$ cat config.mk
export PLATFORM = sky130hd
export DESIGN_NAME = ppcfg_top
export DESIGN_NICKNAME = d
export VERILOG_FILES = /design/src/ppcfg_top.v /design/src/ppcfg_pull_decode.v
export VERILOG_INCLUDE_DIRS = /design/src /design/src/src
export SDC_FILE = /design/constraint.sdc
export NUM_CORES = 1
export LEC_CHECK = 0
export BUFFER_PORTS_ARGS = -buffer_cell sky130_fd_sc_hd__buf_2
export CORE_MARGIN = 4
export CORE_UTILIZATION = 48
export CTS_CLUSTER_SIZE = 14
export DETAILED_ROUTE_END_ITERATION = 10
export PLACE_DENSITY = 0.84
export SLEW_MARGIN = 0
export SYNTH_ARGS = -nofsm -noshare
export SYNTH_HDL_FRONTEND = slang
export SYNTH_SLANG_ARGS = --single-unit
$ cat constraint.sdc
create_clock -name aclk -period 2.01 [get_ports aclk]
set_input_delay 0.3015 -clock aclk [delete_from_list [all_inputs] [get_ports aclk]]
set_output_delay 0.3015 -clock aclk [all_outputs]
set_load 0.05 [all_outputs]
$ cat src/ppcfg_consts.vh
`ifndef PPCFG_CONSTS_VH
`define PPCFG_CONSTS_VH

// ----------------------------------------------------------------------
// register indices (byte address is four times the index)
// ----------------------------------------------------------------------
`define PPCFG_IDX_INPUT_FLAG 6'h13
`define PPCFG_IDX_INPUT_LEVEL 6'h16
`define PPCFG_IDX_ROW_LOW 6'h19
`define PPCFG_IDX_ROW_HIGH 6'h1a
`define PPCFG_IDX_COL_LOW 6'h1b
`define PPCFG_IDX_COL_MID 6'h1c
`define PPCFG_IDX_COL_HIGH 6'h1d
`define PPCFG_IDX_POLARITY 6'h1e
`define PPCFG_IDX_IRQ_STATUS 6'h30
`define PPCFG_IDX_IRQ_MASK 6'h31

// ----------------------------------------------------------------------
// field layout
// ----------------------------------------------------------------------
`define PPCFG_CODE_W 2
`define PPCFG_COL_HIGH_W 6
`define PPCFG_INDEX_LSB 2
`define PPCFG_INDEX_MSB 7
`define PPCFG_DECODE_TOP 8

// ----------------------------------------------------------------------
// pull selection codes
// ----------------------------------------------------------------------
`define PPCFG_PULL_UP_WEAK 2'b00
`define PPCFG_PULL_DOWN 2'b01
`define PPCFG_PULL_UP_STRONG 2'b10
`define PPCFG_PULL_NONE 2'b11

// ----------------------------------------------------------------------
// reset values
// ----------------------------------------------------------------------
`define PPCFG_RST_PULL 8'h00
`define PPCFG_RST_COL_HIGH 6'h00
`define PPCFG_RST_POLARITY 8'h00
`define PPCFG_RST_FLAG 8'h00
`define PPCFG_RST_IRQ_STATUS 8'h00
`define PPCFG_RST_IRQ_MASK 8'h00

// ----------------------------------------------------------------------
// bus answers
// ----------------------------------------------------------------------
`define PPCFG_RESP_OKAY 2'b00
`define PPCFG_RESP_SLVERR 2'b10

`endif

$ cat src/ppcfg_top.v
// The AXI4-Lite slave port is this design's own decision.
`include "ppcfg_consts.vh"

// Function
// each two-bit pull code selects weak pull-up, pull-down, strong pull-up or no pull.
// row pins 0-3 use register 0x19 and rows 4-7 use 0x1a, lowest pin in bits 1:0.
// column pins 0-3 use register 0x1b and columns 4-7 use 0x1c, lowest pin in bits 1:0.
// register 0x1d holds columns 8, 9 and 10 in bits 1:0, 3:2, 5:4, bits 7:6 reserved.
// register 0x1e holds one read-write polarity bit per input 1-8, input n at bit n-1.
// an input flag is set whenever its pin sits at the selected level, by level.
// an input flag reads one while pending and is cleared by software reading it.
// reserved bits of the pull registers read zero and ignore writes.
module ppcfg_top #(
   parameter ADDR_W = 8,
   parameter INPUTS = 8,
   parameter ROWS = 8,
   parameter COLS = 11
) (
   // clock and reset
   input wire aclk,
   input wire aresetn,
   // axi4-lite write address
   input wire [ADDR_W-1:0] awaddr,
   input wire [2:0] awprot,
   input wire awvalid,
   output reg awready,
   // axi4-lite write data
   input wire [31:0] wdata,
   input wire [3:0] wstrb,
   input wire wvalid,
   output reg wready,
   // axi4-lite write response
   output reg [1:0] bresp,
   output reg bvalid,
   input wire bready,
   // axi4-lite read address
   input wire [ADDR_W-1:0] araddr,
   input wire [2:0] arprot,
   input wire arvalid,
   output reg arready,
   // axi4-lite read data
   output reg [31:0] rdata,
   output reg [1:0] rresp,
   output reg rvalid,
   input wire rready,
   // general-purpose input pins (row pins 0-7)
   input wire [INPUTS-1:0] general_input,
   // pull resistor enables, rows at 0..ROWS-1, columns above
   output wire [ROWS+COLS-1:0] pull_up_weak,
   output wire [ROWS+COLS-1:0] pull_down,
   output wire [ROWS+COLS-1:0] pull_up_strong,
   // interrupt
   output reg irq
);

   // ----------------------------------------------------------------------
   // register state
   // ----------------------------------------------------------------------
   // pull codes, two bits per pin
   reg [7:0] row_pull_select_low;
   reg [7:0] row_pull_select_high;
   reg [7:0] column_pull_select_low;
   reg [7:0] column_pull_select_mid;
   reg [`PPCFG_COL_HIGH_W-1:0] column_pull_select_high;
   // polarity, pending flags, sticky status and mask
   reg [INPUTS-1:0] input_irq_polarity_low;
   reg [INPUTS-1:0] input_irq_flag;
   reg [INPUTS-1:0] irq_status;
   reg [INPUTS-1:0] irq_mask;

   // write channel capture
   reg aw_got;
   reg w_got;
   reg [ADDR_W-1:0] wr_addr;
   reg [7:0] wr_byte;
   reg wr_lane0;

   // ----------------------------------------------------------------------
   // decode helpers
   // ----------------------------------------------------------------------

   // register index of a byte address
   function [5:0] addr_index;
      input [ADDR_W-1:0] a;
      begin
         addr_index = a[`PPCFG_INDEX_MSB:`PPCFG_INDEX_LSB];
      end
   endfunction

   // true when the address hits a register of this block
   function is_mapped;
      input [ADDR_W-1:0] a;
      reg [5:0] idx;
      begin
         idx = a[`PPCFG_INDEX_MSB:`PPCFG_INDEX_LSB];
         is_mapped = 1'b0;
         // upper address bits must be clear, no aliasing
         if ((a >> `PPCFG_DECODE_TOP) == {ADDR_W{1'b0}}) begin
            case (idx)
               `PPCFG_IDX_INPUT_FLAG,
               `PPCFG_IDX_INPUT_LEVEL,
               `PPCFG_IDX_ROW_LOW,
               `PPCFG_IDX_ROW_HIGH,
               `PPCFG_IDX_COL_LOW,
               `PPCFG_IDX_COL_MID,
               `PPCFG_IDX_COL_HIGH,
               `PPCFG_IDX_POLARITY,
               `PPCFG_IDX_IRQ_STATUS,
               `PPCFG_IDX_IRQ_MASK: is_mapped = 1'b1;
               default: is_mapped = 1'b0;
            endcase
         end
      end
   endfunction

   // read value of a register index, unused bits zero
   function [7:0] read_value;
      input [5:0] idx;
      begin
         case (idx)
            // pending flags
            `PPCFG_IDX_INPUT_FLAG: read_value = input_irq_flag;
            `PPCFG_IDX_INPUT_LEVEL: read_value = general_input;
            // row codes
            `PPCFG_IDX_ROW_LOW: read_value = row_pull_select_low;
            `PPCFG_IDX_ROW_HIGH: read_value = row_pull_select_high;
            `PPCFG_IDX_COL_LOW: read_value = column_pull_select_low;
            `PPCFG_IDX_COL_MID: read_value = column_pull_select_mid;
            // reserved bits read zero
            `PPCFG_IDX_COL_HIGH: read_value = {2'b00, column_pull_select_high};
            // polarity read back
            `PPCFG_IDX_POLARITY: read_value = input_irq_polarity_low;
            `PPCFG_IDX_IRQ_STATUS: read_value = irq_status;
            `PPCFG_IDX_IRQ_MASK: read_value = irq_mask;
            default: read_value = 8'h00;
         endcase
      end
   endfunction

   // ----------------------------------------------------------------------
   // bus strobes
   // ----------------------------------------------------------------------

   // a write commits once address and data are both held
   wire wr_commit;
   wire wr_ok;
   wire [5:0] wr_idx;
   wire wr_en;
   wire rd_take;
   wire [5:0] rd_idx;
   wire rd_ok;

   assign wr_commit = aw_got & w_got & ~bvalid;
   assign wr_ok = is_mapped(wr_addr);
   assign wr_idx = addr_index(wr_addr);
   // only byte lane 0 carries register bits; other lanes are ignored
   assign wr_en = wr_commit & wr_ok & wr_lane0;
   assign rd_take = arvalid & arready;
   assign rd_idx = addr_index(araddr);
   assign rd_ok = is_mapped(araddr);

   // ----------------------------------------------------------------------
   // write channel
   // ----------------------------------------------------------------------

   // address and data may come in either order; one write at a time
   always @(posedge aclk) begin
      if (!aresetn) begin
         awready <= 1'b0;
         wready <= 1'b0;
         aw_got <= 1'b0;
         w_got <= 1'b0;
         wr_addr <= {ADDR_W{1'b0}};
         wr_byte <= 8'h00;
         wr_lane0 <= 1'b0;
         bvalid <= 1'b0;
         bresp <= `PPCFG_RESP_OKAY;
      end else begin
         // reopen only once the last write has been answered
         if (!aw_got && !bvalid && !awready) begin
            awready <= 1'b1;
         end
         if (!w_got && !bvalid && !wready) begin
            wready <= 1'b1;
         end
         if (awvalid && awready) begin
            aw_got <= 1'b1;
            awready <= 1'b0;
            wr_addr <= awaddr;
         end
         if (wvalid && wready) begin
            w_got <= 1'b1;
            wready <= 1'b0;
            wr_byte <= wdata[7:0];
            wr_lane0 <= wstrb[0];
         end
         // the write lands at the edge that raises the answer
         if (wr_commit) begin
            aw_got <= 1'b0;
            w_got <= 1'b0;
            bvalid <= 1'b1;
            bresp <= wr_ok ? `PPCFG_RESP_OKAY : `PPCFG_RESP_SLVERR;
         end
         // answer stands until the master takes it
         if (bvalid && bready) begin
            bvalid <= 1'b0;
         end
      end
   end

   // ----------------------------------------------------------------------
   // read channel
   // ----------------------------------------------------------------------

   // data is captured at the address handshake, so a clear-on-read
   // returns the value seen before the clear
   always @(posedge aclk) begin
      if (!aresetn) begin
         arready <= 1'b0;
         rvalid <= 1'b0;
         rdata <= 32'h00000000;
         rresp <= `PPCFG_RESP_OKAY;
      end else begin
         // one read in flight; reopen after the answer is taken
         if (!rvalid && !arready) begin
            arready <= 1'b1;
         end
         if (rd_take) begin
            arready <= 1'b0;
            rvalid <= 1'b1;
            rdata <= {24'h000000, rd_ok ? read_value(rd_idx) : 8'h00};
            rresp <= rd_ok ? `PPCFG_RESP_OKAY : `PPCFG_RESP_SLVERR;
         end
         // data stands until taken
         if (rvalid && rready) begin
            rvalid <= 1'b0;
         end
      end
   end

   // ----------------------------------------------------------------------
   // pull, polarity and mask registers
   // ----------------------------------------------------------------------

   // software writes; reserved bits never stored
   always @(posedge aclk) begin
      if (!aresetn) begin
         // code 00 at reset, weak pull-up on every pin
         row_pull_select_low <= `PPCFG_RST_PULL;
         row_pull_select_high <= `PPCFG_RST_PULL;
         column_pull_select_low <= `PPCFG_RST_PULL;
         column_pull_select_mid <= `PPCFG_RST_PULL;
         column_pull_select_high <= `PPCFG_RST_COL_HIGH;
         input_irq_polarity_low <= `PPCFG_RST_POLARITY;
         irq_mask <= `PPCFG_RST_IRQ_MASK;
      end else if (wr_en) begin
         case (wr_idx)
            // row pull registers
            `PPCFG_IDX_ROW_LOW: row_pull_select_low <= wr_byte;
            `PPCFG_IDX_ROW_HIGH: row_pull_select_high <= wr_byte;
            // column pull registers
            `PPCFG_IDX_COL_LOW: column_pull_select_low <= wr_byte;
            `PPCFG_IDX_COL_MID: column_pull_select_mid <= wr_byte;
            // upper columns, bits 7:6 dropped
            `PPCFG_IDX_COL_HIGH:
               column_pull_select_high <= wr_byte[`PPCFG_COL_HIGH_W-1:0];
            // polarity bit per input
            `PPCFG_IDX_POLARITY:
               input_irq_polarity_low <= wr_byte[INPUTS-1:0];
            `PPCFG_IDX_IRQ_MASK: irq_mask <= wr_byte[INPUTS-1:0];
            // other indices leave these registers alone
            default: row_pull_select_low <= row_pull_select_low;
         endcase
      end
   end

   // ----------------------------------------------------------------------
   // input flags and interrupt
   // ----------------------------------------------------------------------

   wire [INPUTS-1:0] level_hit;
   wire [INPUTS-1:0] rd_clear;
   wire [INPUTS-1:0] w1c;
   wire [INPUTS-1:0] new_event;
   wire [INPUTS-1:0] next_input_irq_flag;
   wire [INPUTS-1:0] next_irq_status;
   wire [INPUTS-1:0] next_irq_mask;

   // level match per input
   assign level_hit = ~(general_input ^ input_irq_polarity_low);
   // clear by reading the flag register
   assign rd_clear = (rd_take && rd_ok && rd_idx == `PPCFG_IDX_INPUT_FLAG) ?
                     {INPUTS{1'b1}} : {INPUTS{1'b0}};
   // a held level wins over the read clear
   assign next_input_irq_flag = (input_irq_flag & ~rd_clear) | level_hit;
   // a flag going pending is the event for the sticky status
   assign new_event = level_hit & ~input_irq_flag;
   // write-one-to-clear on the status register
   assign w1c = (wr_en && wr_idx == `PPCFG_IDX_IRQ_STATUS) ?
                wr_byte[INPUTS-1:0] : {INPUTS{1'b0}};
   // set wins over write-one-to-clear
   assign next_irq_status = (irq_status & ~w1c) | new_event;
   // irq follows a mask write at the same edge, no stale cycle
   assign next_irq_mask = (wr_en && wr_idx == `PPCFG_IDX_IRQ_MASK) ?
                          wr_byte[INPUTS-1:0] : irq_mask;

   // flags, sticky status and the level interrupt
   always @(posedge aclk) begin
      if (!aresetn) begin
         input_irq_flag <= `PPCFG_RST_FLAG;
         irq_status <= `PPCFG_RST_IRQ_STATUS;
         irq <= 1'b0;
      end else begin
         input_irq_flag <= next_input_irq_flag;
         irq_status <= next_irq_status;
         irq <= |(next_irq_status & next_irq_mask);
      end
   end

   // ----------------------------------------------------------------------
   // pull decoders
   // ----------------------------------------------------------------------

   // rows 0-7 packed low, R3: columns 0-7 next, R4: columns 8-10 top
   wire [2*(ROWS+COLS)-1:0] pull_codes;
   assign pull_codes = {column_pull_select_high, column_pull_select_mid,
                        column_pull_select_low, row_pull_select_high,
                        row_pull_select_low};

   // decoder registers its outputs: pins follow a write one edge later
   // per-pin resistor enables
   ppcfg_pull_decode #(
      .PINS(ROWS+COLS)
   ) u_decode (
      .aclk(aclk),
      .aresetn(aresetn),
      .pull_codes(pull_codes),
      .pull_up_weak(pull_up_weak),
      .pull_down(pull_down),
      .pull_up_strong(pull_up_strong)
   );

endmodule // ppcfg_top

$ cat src/ppcfg_pull_decode.v
`include "ppcfg_consts.vh"

module ppcfg_pull_decode #(
   parameter PINS = 19
) (
   // clock and reset
   input wire aclk,
   input wire aresetn,
   // packed pull codes, pin n at bits 2n+1:2n
   input wire [2*PINS-1:0] pull_codes,
   // per-pin resistor enables
   output reg [PINS-1:0] pull_up_weak,
   output reg [PINS-1:0] pull_down,
   output reg [PINS-1:0] pull_up_strong
);

   genvar pin;

   // one registered decoder per pin; outputs stay glitch free
   generate
      for (pin = 0; pin < PINS; pin = pin + 1) begin : g_pin
         wire [1:0] code;
         assign code = pull_codes[2*pin+1:2*pin];
         // decode pull code
         always @(posedge aclk) begin
            if (!aresetn) begin
               pull_up_weak[pin] <= 1'b1;
               pull_down[pin] <= 1'b0;
               pull_up_strong[pin] <= 1'b0;
            end else begin
               pull_up_weak[pin] <= (code == `PPCFG_PULL_UP_WEAK);
               pull_down[pin] <= (code == `PPCFG_PULL_DOWN);
               pull_up_strong[pin] <= (code == `PPCFG_PULL_UP_STRONG);
            end
         end
      end
   endgenerate

endmodule // ppcfg_pull_decode

==> metrics.md, run 1 <==
| Metric | Value |
|---|---|
| GRT Util Overall | 19.9% |
| CTS tree | yes |
| Worst EP required | 2320 ps |
| Root buf cell | clkbuf_16 |
| Vias in the first global route | 4911 |
| Worst reg2reg path endpoint | irq$_SDFF_PN0_ |
| Final hold viol count | 0 |
| Critical path class | flop to flop |
| Slew @ Worst Pin | ~680 ps |
| DRC viols | 0 |
| First-pass GRT wire length | 25100 µm |
| Worst reg-to-reg path cell count | 6 |
| Synth cell types | 49 |
| CORE AREA | 13300 µm² |
| Async S/R FF share, synth | 0% |
| Remaining Overflow, GRT | 0 |
| F_max | 0.504 GHz |
| Initial antenna violation count | 1 |
| Rel. slew slack | 54.6% |
| #FFs+latches synth | between 150 and 200 |
| Clock Skew | 8.46 ps |
| Die Y | about 130 µm |
| Vias | 5147 |
| Detail Route Antenna Nets | 0 |
| Detailed router's first-iteration violation count | 296 |
| GP Congestion | 0.879 |
| PD cells | around 890 nW/µm² |
| Prevailing post-synth register cell | dfxtp_1 |
| CP Launch Type | flop |
| Starting density of the core | 49.4% |
| N_diodes | 0 |
| Layout net count | 859 |
| Pre-CTS setup slack | roughly 43 ps |
| Gate count of the mapped netlist | 676 |
| Chip width | 125 µm |
| Largest net degree at the start of global routing | 60 |
| Number of flops mapped to enable cells by yosys | 0 |
| Max VDD drop | 586 µV |
| Critical Path AT | approximately 2300 ps |
| Drt wl/cell | 16.3 µm |
| Worst min path class | input pin to flop |
| TritonRoute pass-1 iters | 6 |
| Final Max Tran Viols | 0 |
| Io pins | between 150 and 200 |
| Clk Latency, worst-skew pair | 430 ps |
| Routed wl met3 | 980 µm |
| Ratio of cells with drive above 1 in the final layout | 24.2% |
| Final Setup Violations | 0 |
| Status | complete, no violations |
| WP buf/inv | 1 |
| Non-Filler Instances | 974 |
| Largest stage delay on the critical path | 420 ps |
| Max Cap Viol | 0 |
| Leakage | 3.27 nW |
| Placed Instance Area | 7370 µm² |
| Total wire length | 15900 µm |
| Yosys Warn Count | 0 |
| CTS buffer count | 17 |
| Met2 routed WL | 7680 µm |
| RSZ-0062 raised after global routing | yes |
| Crit Path Max Fanout | 9 |
| Hold path depth | 3 |
| CTS clk-pin slew, worst paths | 70 ps |
| Post-layout instance area | 8050 µm² |
| H-tree levels | 4 |
| Setup TNS | 0 ps |
| Top routing layer used | met5 |
| Part of the cycle the worst path needs | 98.7% |
| Slowest-stage cell, CP | o41a_1 |
| Hold endpoint | wr_lane0$_SDFFE_PN0P_ |
| Port Buf Inserts | 108 |
| Min-delay src | wstrb[0] |
| RR Startpoint | wr_addr[4]$_SDFFE_PN0P_ |
| Post-Place Cells | approximately 940 |
| Cell Area, Synth | about 6600 µm² |
| Via/cell ratio | between 5 and 6 |
| CP cell instances | nor4b_4 > buf_4 > nand4_1 > a21oi_1 > o22ai_2 > o41a_1 |
| Clock sinks | between 150 and 200 |
| Die area | 15700 µm² |
| CTS Hold Bufs | 0 |
| CP Capture Type | flop |
| Setup ws final | between 20 and 30 ps |
| Post-synthesis sequential area ratio | 48.6% |
| CTS max path bufs | 2 |
| Mapped Avg Cell Area | 9.76 µm² |
| WL met1 | just under 7000 µm |
| Area growth syn-to-layout | 22.1% |
| Crit path max-delay family | compound AO/OA/AOI/OAI gates |
| Row cnt | 42 |
| Final Critical Period | approximately 2000 ps |
| FF-to-FF setup slack | 30 ps |
| HPWL after DPL | around 11000 µm |
## registers in the layout, summed over array words and instances (netlist names), 8 cells and up
register                 flops
rdata                        8
wr_byte                      8
input_irq_flag               8
u_decode.pull_up_weak       19
irq_status                   8
column_pull_select_mid       8
input_irq_polarity_low       8
irq_mask                     8
u_decode.pull_up_strong     19
u_decode.pull_down          19
column_pull_select_low       8
row_pull_select_low          8
row_pull_select_high         8
## how the worst max path moves through the flow
stage                       startpoint               endpoint  slack (ps)  depth (start not counted)
5_1_grt        wr_addr[4]$_SDFFE_PN0P_         irq$_SDFF_PN0_         -50                          6
3_5_place_dp                 araddr[3]  rdata[6]$_SDFFE_PN0P_          40                          6
6_report       wr_addr[4]$_SDFFE_PN0P_         irq$_SDFF_PN0_          30                          6
3_3_place_gp                 araddr[3]  rdata[6]$_SDFFE_PN0P_          80                          6
2_1_floorplan  wr_addr[4]$_SDFFE_PN0P_         irq$_SDFF_PN0_         -70                          7
4_1_cts        wr_addr[5]$_SDFFE_PN0P_         irq$_SDFF_PN0_          40                          6
## per-layer routing
metal	vias to the layer above	global-route usage, %
li1	2507	-
met1	2444	24.5
met2	162	33.1
met3	32	4.95
met4	2	8.86
met5	-	0
## per-stage QoR
stage / total power, mW / utilization (%) / hold WS, ps
3_5_place_dp: 3.83 / 55.2 / 441
4_1_cts: 7.16 / 59.9 / 109
5_1_grt: 7.34 / 60.3 / 124
2_1_floorplan: 3.74 / - / 426
6_report: 7.13 / 60.3 / 117
3_3_place_gp: 3.82 / 55.2 / 437
## tightest hold or removal path: stages
cell and delay [ps]:
buf_2 100, nand2_1 40, a21boi_0 60
## cell type report
cell class,instances,area [µm²]
Timing Repair Buffer,138,860
Tap cell,176,220
Fill cell,1098,5290
Clock inverter,11,155
Sequential cell,160,3200
Multi-Input combinational cell,466,3140
Inverter,3,11.3
Clock buffer,20,467
## synthesized netlist by cell type (all sizes together), types with 2 or more instances
cell type / n / area share (%)
mux2: 7 / 1.2
nand3b: 3 / 0.53
and4: 2 / 0.27
and3b: 20 / 2.7
nand3: 7 / 0.53
and2: 3 / 0.28
a2bb2oi: 6 / 0.80
o22ai: 11 / 1.0
nor4b: 2 / 0.49
mux2i: 63 / 9.6
xor2: 8 / 1.1
a21boi: 25 / 2.8
nor2b: 66 / 6.3
a22o: 13 / 1.7
nand2: 67 / 3.8
nand4: 8 / 0.76
and3: 3 / 0.28
nor3: 15 / 1.9
nor3b: 4 / 0.53
clkbuf: 34 / 1.9
dfxtp: 160 / 49
nand2b: 4 / 0.38
a22oi: 8 / 0.91
nand4b: 2 / 0.27
buf: 38 / 3.8
nor2: 36 / 2.3
inv: 3 / 0.17
o21a: 3 / 0.34
o21ai: 32 / 2.4
a21oi: 12 / 0.91
## what timing repair did
| action | 4_1_cts | 5_1_grt |
|---|---|---|
| resized for setup | 0 | 8 |
| setup buffers | 0 | 1 |
| endpoints found under the setup margin | 0 | 15 |
## cell usage in the layout (no fill, tap or decap), types with 19 or more instances in the layout
cell      netlist  final
a21boi_0       25     25
and3b_1        20     19
buf_2           7    107
buf_4          27     23
conb_1          1     26
dfxtp_1       160    159
mux2i_1        63     60
nand2_1        67     67
nor2_1         34     34
nor2b_1        66     66
o21ai_0        32     32
## power by group
part / total (mW) / internal (mW) / switching, mW
clock network: 3.36 / 2.06 / 1.30
registers: 3.27 / 3.23 / 0.0481
logic: 0.496 / 0.155 / 0.341
total: 7.13 / 5.44 / 1.69
## logic make-up after synthesis
logic type                 Yosys count  share of synthesized area [%]
and+or+nand+nor                    244                           21.5
AOI/OAI and AO/OA                  117                           12.0
DFF                                160                           48.6
buffers and inverters               75                           5.94
muxes                               70                           10.8
adders and majority gates            1                          0.152
xor gates and xnor gates             8                           1.06
other                                1                         0.0568
Note: power is estimated with default switching activity, not from simulation.
==> run 2, diff against run 1 <==
--- a/config.mk
+++ b/config.mk
@@ -12,6 +12,7 @@
 export CTS_CLUSTER_SIZE = 14
 export DETAILED_ROUTE_END_ITERATION = 10
 export PLACE_DENSITY = 0.84
+export RECOVER_POWER = 25
 export SLEW_MARGIN = 0
 export SYNTH_ARGS = -nofsm -noshare
 export SYNTH_HDL_FRONTEND = slang
==> run 2 against run 1 <==
  * Core utilization decreased by 0.14 points
  * Hold slack improved by 3.0 ps
  * Worst setup slack improved by 4.3 ps
  * Design area decreased by 0.23%
  * Sequential share of layout area increased by 0.093 points
  * Final cell count unchanged
  * Fmax increased by 0.22%
  * Die area unchanged
  * First-iteration DRC count increased by 2.7%
  * Non-clock buffer count unchanged
  * Total power about the same
  * Clock-buffer cell count unchanged
==> metrics.md, run 2 (synthesis gave the netlist of run 1 again) <==
| Metric | Value |
|---|---|
| Status | complete, no violations |
| Switch Pwr | 1.69 mW (-0.17%) |
| Slew @ Worst Pin | 949 ps (+272 ps) |
| Sw frac | 23.7% (about the same) |
| Critical Path AT | 2290 ps (about the same) |
| Hold_ws | 120 ps (+2.98 ps) |
| Worst EP required | 2320 ps (about the same) |
| CTS clk-pin slew, worst paths | 70 ps (about the same) |
| Largest net degree at the start of global routing | 60 (unchanged) |
| PD cells | 886 nW/µm² (+0.14%) |
| Crit Path Max Fanout | 8 (-1) |
| Remaining Overflow, GRT | 0 (unchanged) |
| CP Capture Type | flop |
| Critical path class | flop to flop |
| Crit path to | irq$_SDFF_PN0_ |
| Clk Latency, worst-skew pair | 430 ps (about the same) |
| Setup ws final | 30.9 ps (+4.28 ps) |
| Row cnt | 42 (unchanged) |
| Starting density of the core | 49.4% (unchanged) |
| Clock Skew | 9.33 ps (+0.868 ps) |
| CTS buffer count | 17 (unchanged) |
| Leakage | 3.26 nW (-0.30%) |
| Total wire length | 15900 µm (about the same) |
| Via/cell ratio | 5.24 (-0.80%) |
| Vias | 5106 (-0.80%) |
| Final hold viol count | 0 (unchanged) |
| H-tree levels | 4 (unchanged) |
| Drt wl/cell | 16.3 µm (about the same) |
| Io pins | 172 (unchanged) |
| F_max | 0.505 GHz (+0.22%) |
| GRT Util Overall | 19.9% (unchanged) |
| Worst min path class | input pin to flop |
| Area growth syn-to-layout | 21.8% |
| Port Buf Inserts | 108 (unchanged) |
| Crit path from | wr_addr[4]$_SDFFE_PN0P_ |
| RSZ-0062 raised after global routing | yes |
| Root buf cell | clkbuf_16 |
| Max Cap Viol | 0 (unchanged) |
| Worst reg2reg path endpoint | irq$_SDFF_PN0_ |
| FF-to-FF setup slack | 30 ps (about the same) |
| Clock sinks | 160 (unchanged) |
| Part of the cycle the worst path needs | 98.5% (-0.21 points) |
| HPWL after DPL | 10900 µm (unchanged) |
| Max VDD drop | 586 µV (about the same) |
| Vias in the first global route | 4911 (unchanged) |
| CTS Hold Bufs | 0 (unchanged) |
| DRC viols | 0 (unchanged) |
| Final Util | 60.2% (-0.14 points) |
| Rel. slew slack | 36.7% (-18 points) |
| First-pass GRT wire length | 25100 µm (unchanged) |
| Ratio of cells with drive above 1 in the final layout | 24.1% (-0.13 points) |
| CORE AREA | 13300 µm² (unchanged) |
| Detailed router's first-iteration violation count | 304 (+2.7%) |
| Layout net count | 859 (unchanged) |
| Pre-CTS setup slack | 42.7 ps (unchanged) |
| Sequential share of power | 46.0% (about the same) |
| Pint | 5.44 mW (about the same) |
| CTS tree | yes |
| Detail Route Antenna Nets | 0 (unchanged) |
| Die Y | 125 µm (unchanged) |
| Largest registers | u_decode.pull_down (19), u_decode.pull_up_strong (19), u_decode.pull_up_weak (19) |
| Clk pwr share | 47.1% (about the same) |
| N_diodes | 0 (unchanged) |
| Most common cell after layout, fill and taps aside | dfxtp_1 |
| Worst reg-to-reg path cell count | 6 (unchanged) |
| Combinational power share | 6.9% (about the same) |
| Die area | 15700 µm² (unchanged) |
| Final Setup Violations | 0 (unchanged) |
| Most frequent cells in the layout | dfxtp_1, buf_2, nand2_1 |
| Final Critical Period | 1980 ps (-4.28 ps) |
| Initial antenna violation count | 1 (unchanged) |
| Min-delay src | wstrb[0] |
| CTS max path bufs | 2 (unchanged) |
| Chip width | 125 µm (unchanged) |
| GP Congestion | 0.879 (unchanged) |
| Final Max Tran Viols | 0 (unchanged) |
| TritonRoute pass-1 iters | 5 (-1) |
| RR Startpoint | wr_addr[4]$_SDFFE_PN0P_ |
| CP Launch Type | flop |
run 2: changes by cell type in the layout (fill, tap and decap cells not counted), sizes merged:
cell	before	now
clkbuf	20	22
buf	138	136
run 2: area by class of cell:
| class | instances | area (µm²) |
|---|---|---|
| timing repair buffer | 138 | 841 |
| clock buffer | 20 | 467 |
| multi-input combinational | 466 | 3140 |
| tap | 176 | 220 |
| clock inverter | 11 | 155 |
| inverter | 3 | 11.3 |
| sequential | 160 | 3200 |
| fill | 1101 | 5310 |
run 2: power groups by stage:
stage               clock network, mW  registers [mW]  logic, mW
finish                           3.36            3.27      0.492
global placement                    0            3.34      0.481
floorplan                           0            3.36      0.376
global route                     3.52            3.28      0.530
CTS                              3.40            3.27      0.491
detailed placement                  0            3.34      0.488
run 2: how the worst min path moves through the flow:
stage	end	slack, ps	cells past startpoint
floorplan	u_decode.pull_up_strong[15]$_SDFF_PN0_	430	1
global placement	rdata[0]$_SDFFE_PN0P_	440	2
detailed placement	rdata[0]$_SDFFE_PN0P_	440	2
CTS	wr_lane0$_SDFFE_PN0P_	110	3
global route	wr_byte[3]$_SDFFE_PN0P_	130	3
finish	wr_lane0$_SDFFE_PN0P_	120	3
run 2: repair_timing:
item	4_1_cts	5_1_grt
endpoints found under the setup margin	0	15
setup buffers	0	1
gates resized for setup	0	8
hold endpoints to repair	0	0
run 2: through the flow:
step	TNS [ps]	power (mW)	instances	cell area, µm²
after CTS	0	7.16	973	7990
after global placement	0	3.82	942	7370
final	0	7.12	974	8040
after floorplan	-68.0	3.74	701	6700
after detailed placement	0	3.83	942	7370
after global routing	-215	7.33	974	8040
run 2: per-layer routing:
| layer | global-route usage (%) | vias up | wire length (µm) |
|---|---|---|---|
| li1 | - | 2509 | - |
| met1 | 24.5 | 2412 | 6600 |
| met2 | 33.1 | 150 | 7800 |
| met3 | 4.95 | 33 | 1050 |
| met4 | 8.86 | 2 | 444 |
| met5 | 0 | - | 9 |
run 2: critical path: stages (launching register included):
cell and delay, ps:
dfxtp_1 330, nor4b_4 310, nor3b_2 230, buf_6 200, mux2i_4 260, o22ai_2 100
o41a_1 420
==> run 3, diff against run 2 <==
--- a/config.mk
+++ b/config.mk
@@ -6,9 +6,10 @@
 export SDC_FILE = /design/constraint.sdc
 export NUM_CORES = 1
 export LEC_CHECK = 0
+export ABC_AREA = 1
 export BUFFER_PORTS_ARGS = -buffer_cell sky130_fd_sc_hd__buf_2
 export CORE_MARGIN = 4
-export CORE_UTILIZATION = 48
+export CORE_UTILIZATION = 47
 export CTS_CLUSTER_SIZE = 14
 export DETAILED_ROUTE_END_ITERATION = 10
 export PLACE_DENSITY = 0.84
==> run 3 against run 2 <==
  * Combinational power grew 3%
  * Synthesized area shrank 6.7%
  * Via count grew 7.8%
  * Routed wire length grew 3.5%
  * Critical path depth grew 5
  * Hold slack lost 66 ps
  * Largest power group is now sequential cells
==> metrics.md, run 3 <==
| Metric | Value |
|---|---|
| Most common cell after layout, fill and taps aside | dfxtp_1 |
| Max Cap Viol | 0 (unchanged) |
| Critical Path AT | 2180 ps (-110 ps) |
| CP Launch Type | flop |
| Pre-CTS setup slack | -46.3 ps (-89.0 ps) |
| Initial antenna violation count | 1 (unchanged) |
| CTS tree | yes |
| Layout net count | 959 (+12%) |
| CTS buffer count | 17 (unchanged) |
| Post-synthesis sequential area ratio | 52.1% (+3.5 points) |
| Ratio of cells with drive above 1 in the final layout | 21.3% (-2.8 points) |
| Placed Instance Area | 6910 µm² (-6.3%) |
| Final Critical Period | 1870 ps (-104 ps) |
| Hold path depth | 2 (-1) |
| Leakage | 3.13 nW (-3.9%) |
| Largest registers | u_decode.pull_down (19), u_decode.pull_up_strong (19), u_decode.pull_up_weak (19) |
| Worst min path class | input pin to flop |
| Fill cells | 1152 (+4.6%) |
| Async S/R FF share, synth | 0% (unchanged) |
| Status | complete, no violations |
| Final Power | 6.86 mW (-3.7%) |
| Most frequent cells in the layout | dfxtp_1, buf_2, nand2_1 |
| Die area | 15000 µm² (-4.4%) |
| Slew @ Worst Pin | 1300 ps (+353 ps) |
| Sequential Area | 3210 µm² (+0.16%) |
| CORE AREA | 12700 µm² (-4.7%) |
| GRT Util Overall | 21.7% (+1.8 points) |
| Io pins | 172 (unchanged) |
| CP cell instances | inv_2 > nor2_4 > nand4_1 > nand2_2 > nand2_2 > nor2_8 > buf_4 > nand4_2 > buf_4 > o21ai_0 > a21oi_1 |
| GP Congestion | 0.977 (+11%) |
| Clk Latency, worst-skew pair | 430 ps (about the same) |
| Final hold viol count | 0 (unchanged) |
| Rel. slew slack | 13.2% (-24 points) |
| RSZ-0062 raised after global routing | yes |
| Number of flops mapped to enable cells by yosys | 0 (unchanged) |
| Synth top area cells | dfxtp_1, a21oi_1, o21ai_0, nand2_1, inv_1 |
| CTS clk-pin slew, worst paths | 60 ps (about the same) |
| Mapped Avg Cell Area | 8.13 µm² (-17%) |
| Hold_ws | 54.0 ps (-66.3 ps) |
| Starting density of the core | 48.4% (-1.1 points) |
| Clock Skew | 9.05 ps (-0.279 ps) |
| Gate count of the mapped netlist | 757 (+12%) |
| Detail Route Antenna Nets | 0 (unchanged) |
| DRC viols | 0 (unchanged) |
| Worst EP required | 2320 ps (about the same) |
| Setup TNS | 0 ps (unchanged) |
| Critical path class | flop to flop |
| Post-synth top area cell | dfxtp_1 |
| Final Util | 59.0% (-1.2 points) |
| Prevailing post-synth register cell | dfxtp_1 |
| Final Max Tran Viols | 0 (unchanged) |
| #FFs+latches synth | 160 (unchanged) |
| Detailed router's first-iteration violation count | 541 (+78%) |
| Total wire length | 16400 µm (+3.5%) |
| Yosys Warn Count | 0 (unchanged) |
| Port Buf Inserts | 108 (unchanged) |
| Crit Path Max Fanout | 16 (+8) |
| F_max | 0.533 GHz (+5.6%) |
| Post-Place Cells | 1037 (+10%) |
| Remaining Overflow, GRT | 0 (unchanged) |
| TritonRoute pass-1 iters | 5 (unchanged) |
| Largest net degree at the start of global routing | 77 (+28%) |
| Area growth syn-to-layout | 22.0% |
| Area of the multi-input gates | 2420 µm² (-23%) |
| H-tree levels | 4 (unchanged) |
| Most common cell in the synthesized netlist | dfxtp_1 |
| N_diodes | 0 (unchanged) |
| Vias | 5502 (+7.8%) |
| Cell Area, Synth | 6150 µm² (-6.7%) |
| HPWL after DPL | 11800 µm (+8.5%) |
| Setup ws final | 135 ps (+104 ps) |
| Part of the cycle the worst path needs | 93.3% (-5.2 points) |
| Die Y | 122 µm (-2.2%) |
| Non-Filler Instances | 1069 (+9.8%) |
| Clock sinks | 160 (unchanged) |
| Post-layout instance area | 7510 µm² (-6.5%) |
| Top-area cell type share of the netlist area | 52.1% (+3.5 points) |
| Largest stage delay on the critical path | 360 ps (-60 ps) |
| Post-synth top cells | dfxtp_1, nand2_1, a21oi_1 |
| Worst reg-to-reg path cell count | 11 (+5) |
| Row cnt | 41 (-2.4%) |
| Drt wl/cell | 15.4 µm (-5.7%) |
| Synth cell types | 38 (-22%) |
| First-pass GRT wire length | 24800 µm (-0.99%) |
| CTS max path bufs | 2 (unchanged) |
| CP Capture Type | flop |
| Chip width | 122 µm (-2.2%) |
| Final Setup Violations | 0 (unchanged) |
| Via/cell ratio | 5.15 (-1.8%) |
| Slowest-stage cell, CP | dfxtp_1 |
| PD cells | 913 nW/µm² (+3.1%) |
| Vias in the first global route | 4944 (+0.67%) |
| Max VDD drop | 579 µV (-1.1%) |
| CTS Hold Bufs | 0 (unchanged) |
| Root buf cell | clkbuf_16 |
run 3: worst max-delay path, delay by kind of cell, from the launching register on:
family | cells | cell delay, ps
flops | 1 | 360
simple gates | 6 | 730
compound gates | 2 | 220
buf+inv | 3 | 440
run 3: worst paths after layout:
path,from,endpoint,slack (ps)
worst max register to register,wr_addr[6]$_SDFFE_PN0P_,row_pull_select_low[3]$_SDFFE_PN0P_,140
worst min-delay path,rready,rvalid$_SDFFE_PP0P_,50
worst max-delay path,wr_addr[6]$_SDFFE_PN0P_,row_pull_select_low[3]$_SDFFE_PN0P_,140
worst min register to register,row_pull_select_high[6]$_SDFFE_PN0P_,u_decode.pull_up_strong[7]$_SDFF_PN0_,450
run 3: report_power, final:
group	total, mW	switching [mW]	internal, mW
logic	0.506	0.378	0.128
registers	3.29	0.0539	3.23
clock network	3.07	1.23	1.84
total	6.86	1.66	5.20
run 3: layout make-up:
| type | count | share of cell area [%] |
|---|---|---|
| multi-input combinational | 481 | 32.2 |
| timing repair buffer | 137 | 10.2 |
| tap | 172 | 2.87 |
| inverter | 89 | 4.50 |
| clock buffer | 20 | 5.95 |
| clock inverter | 10 | 1.53 |
| sequential | 160 | 42.7 |
run 3: cell families after synthesis:
logic type / count (synthesis) / share of synthesized area (%)
AOI/OAI and AO/OA: 218 / 19.4
xor gates and xnor gates: 8 / 1.14
buffers and inverters: 141 / 10.5
DFF: 160 / 52.1
other: 1 / 0.0609
and+or+nand+nor: 229 / 16.8
run 3: per-layer routing:
metal | wire length (µm) | vias up | global-route usage (%)
met3 | 1160 | 37 | 5.44
met5 | 7 | - | 0
met1 | 6950 | 2518 | 27.1
met2 | 7780 | 209 | 35.5
met4 | 549 | 2 | 9.66
li1 | - | 2736 | -
run 3: what timing repair did:
item / in CTS / in global routing
gates resized for setup: 2 / 20
pin swaps: 0 / 1
endpoints found under the setup margin: 1 / 14
setup buffers: 0 / 2
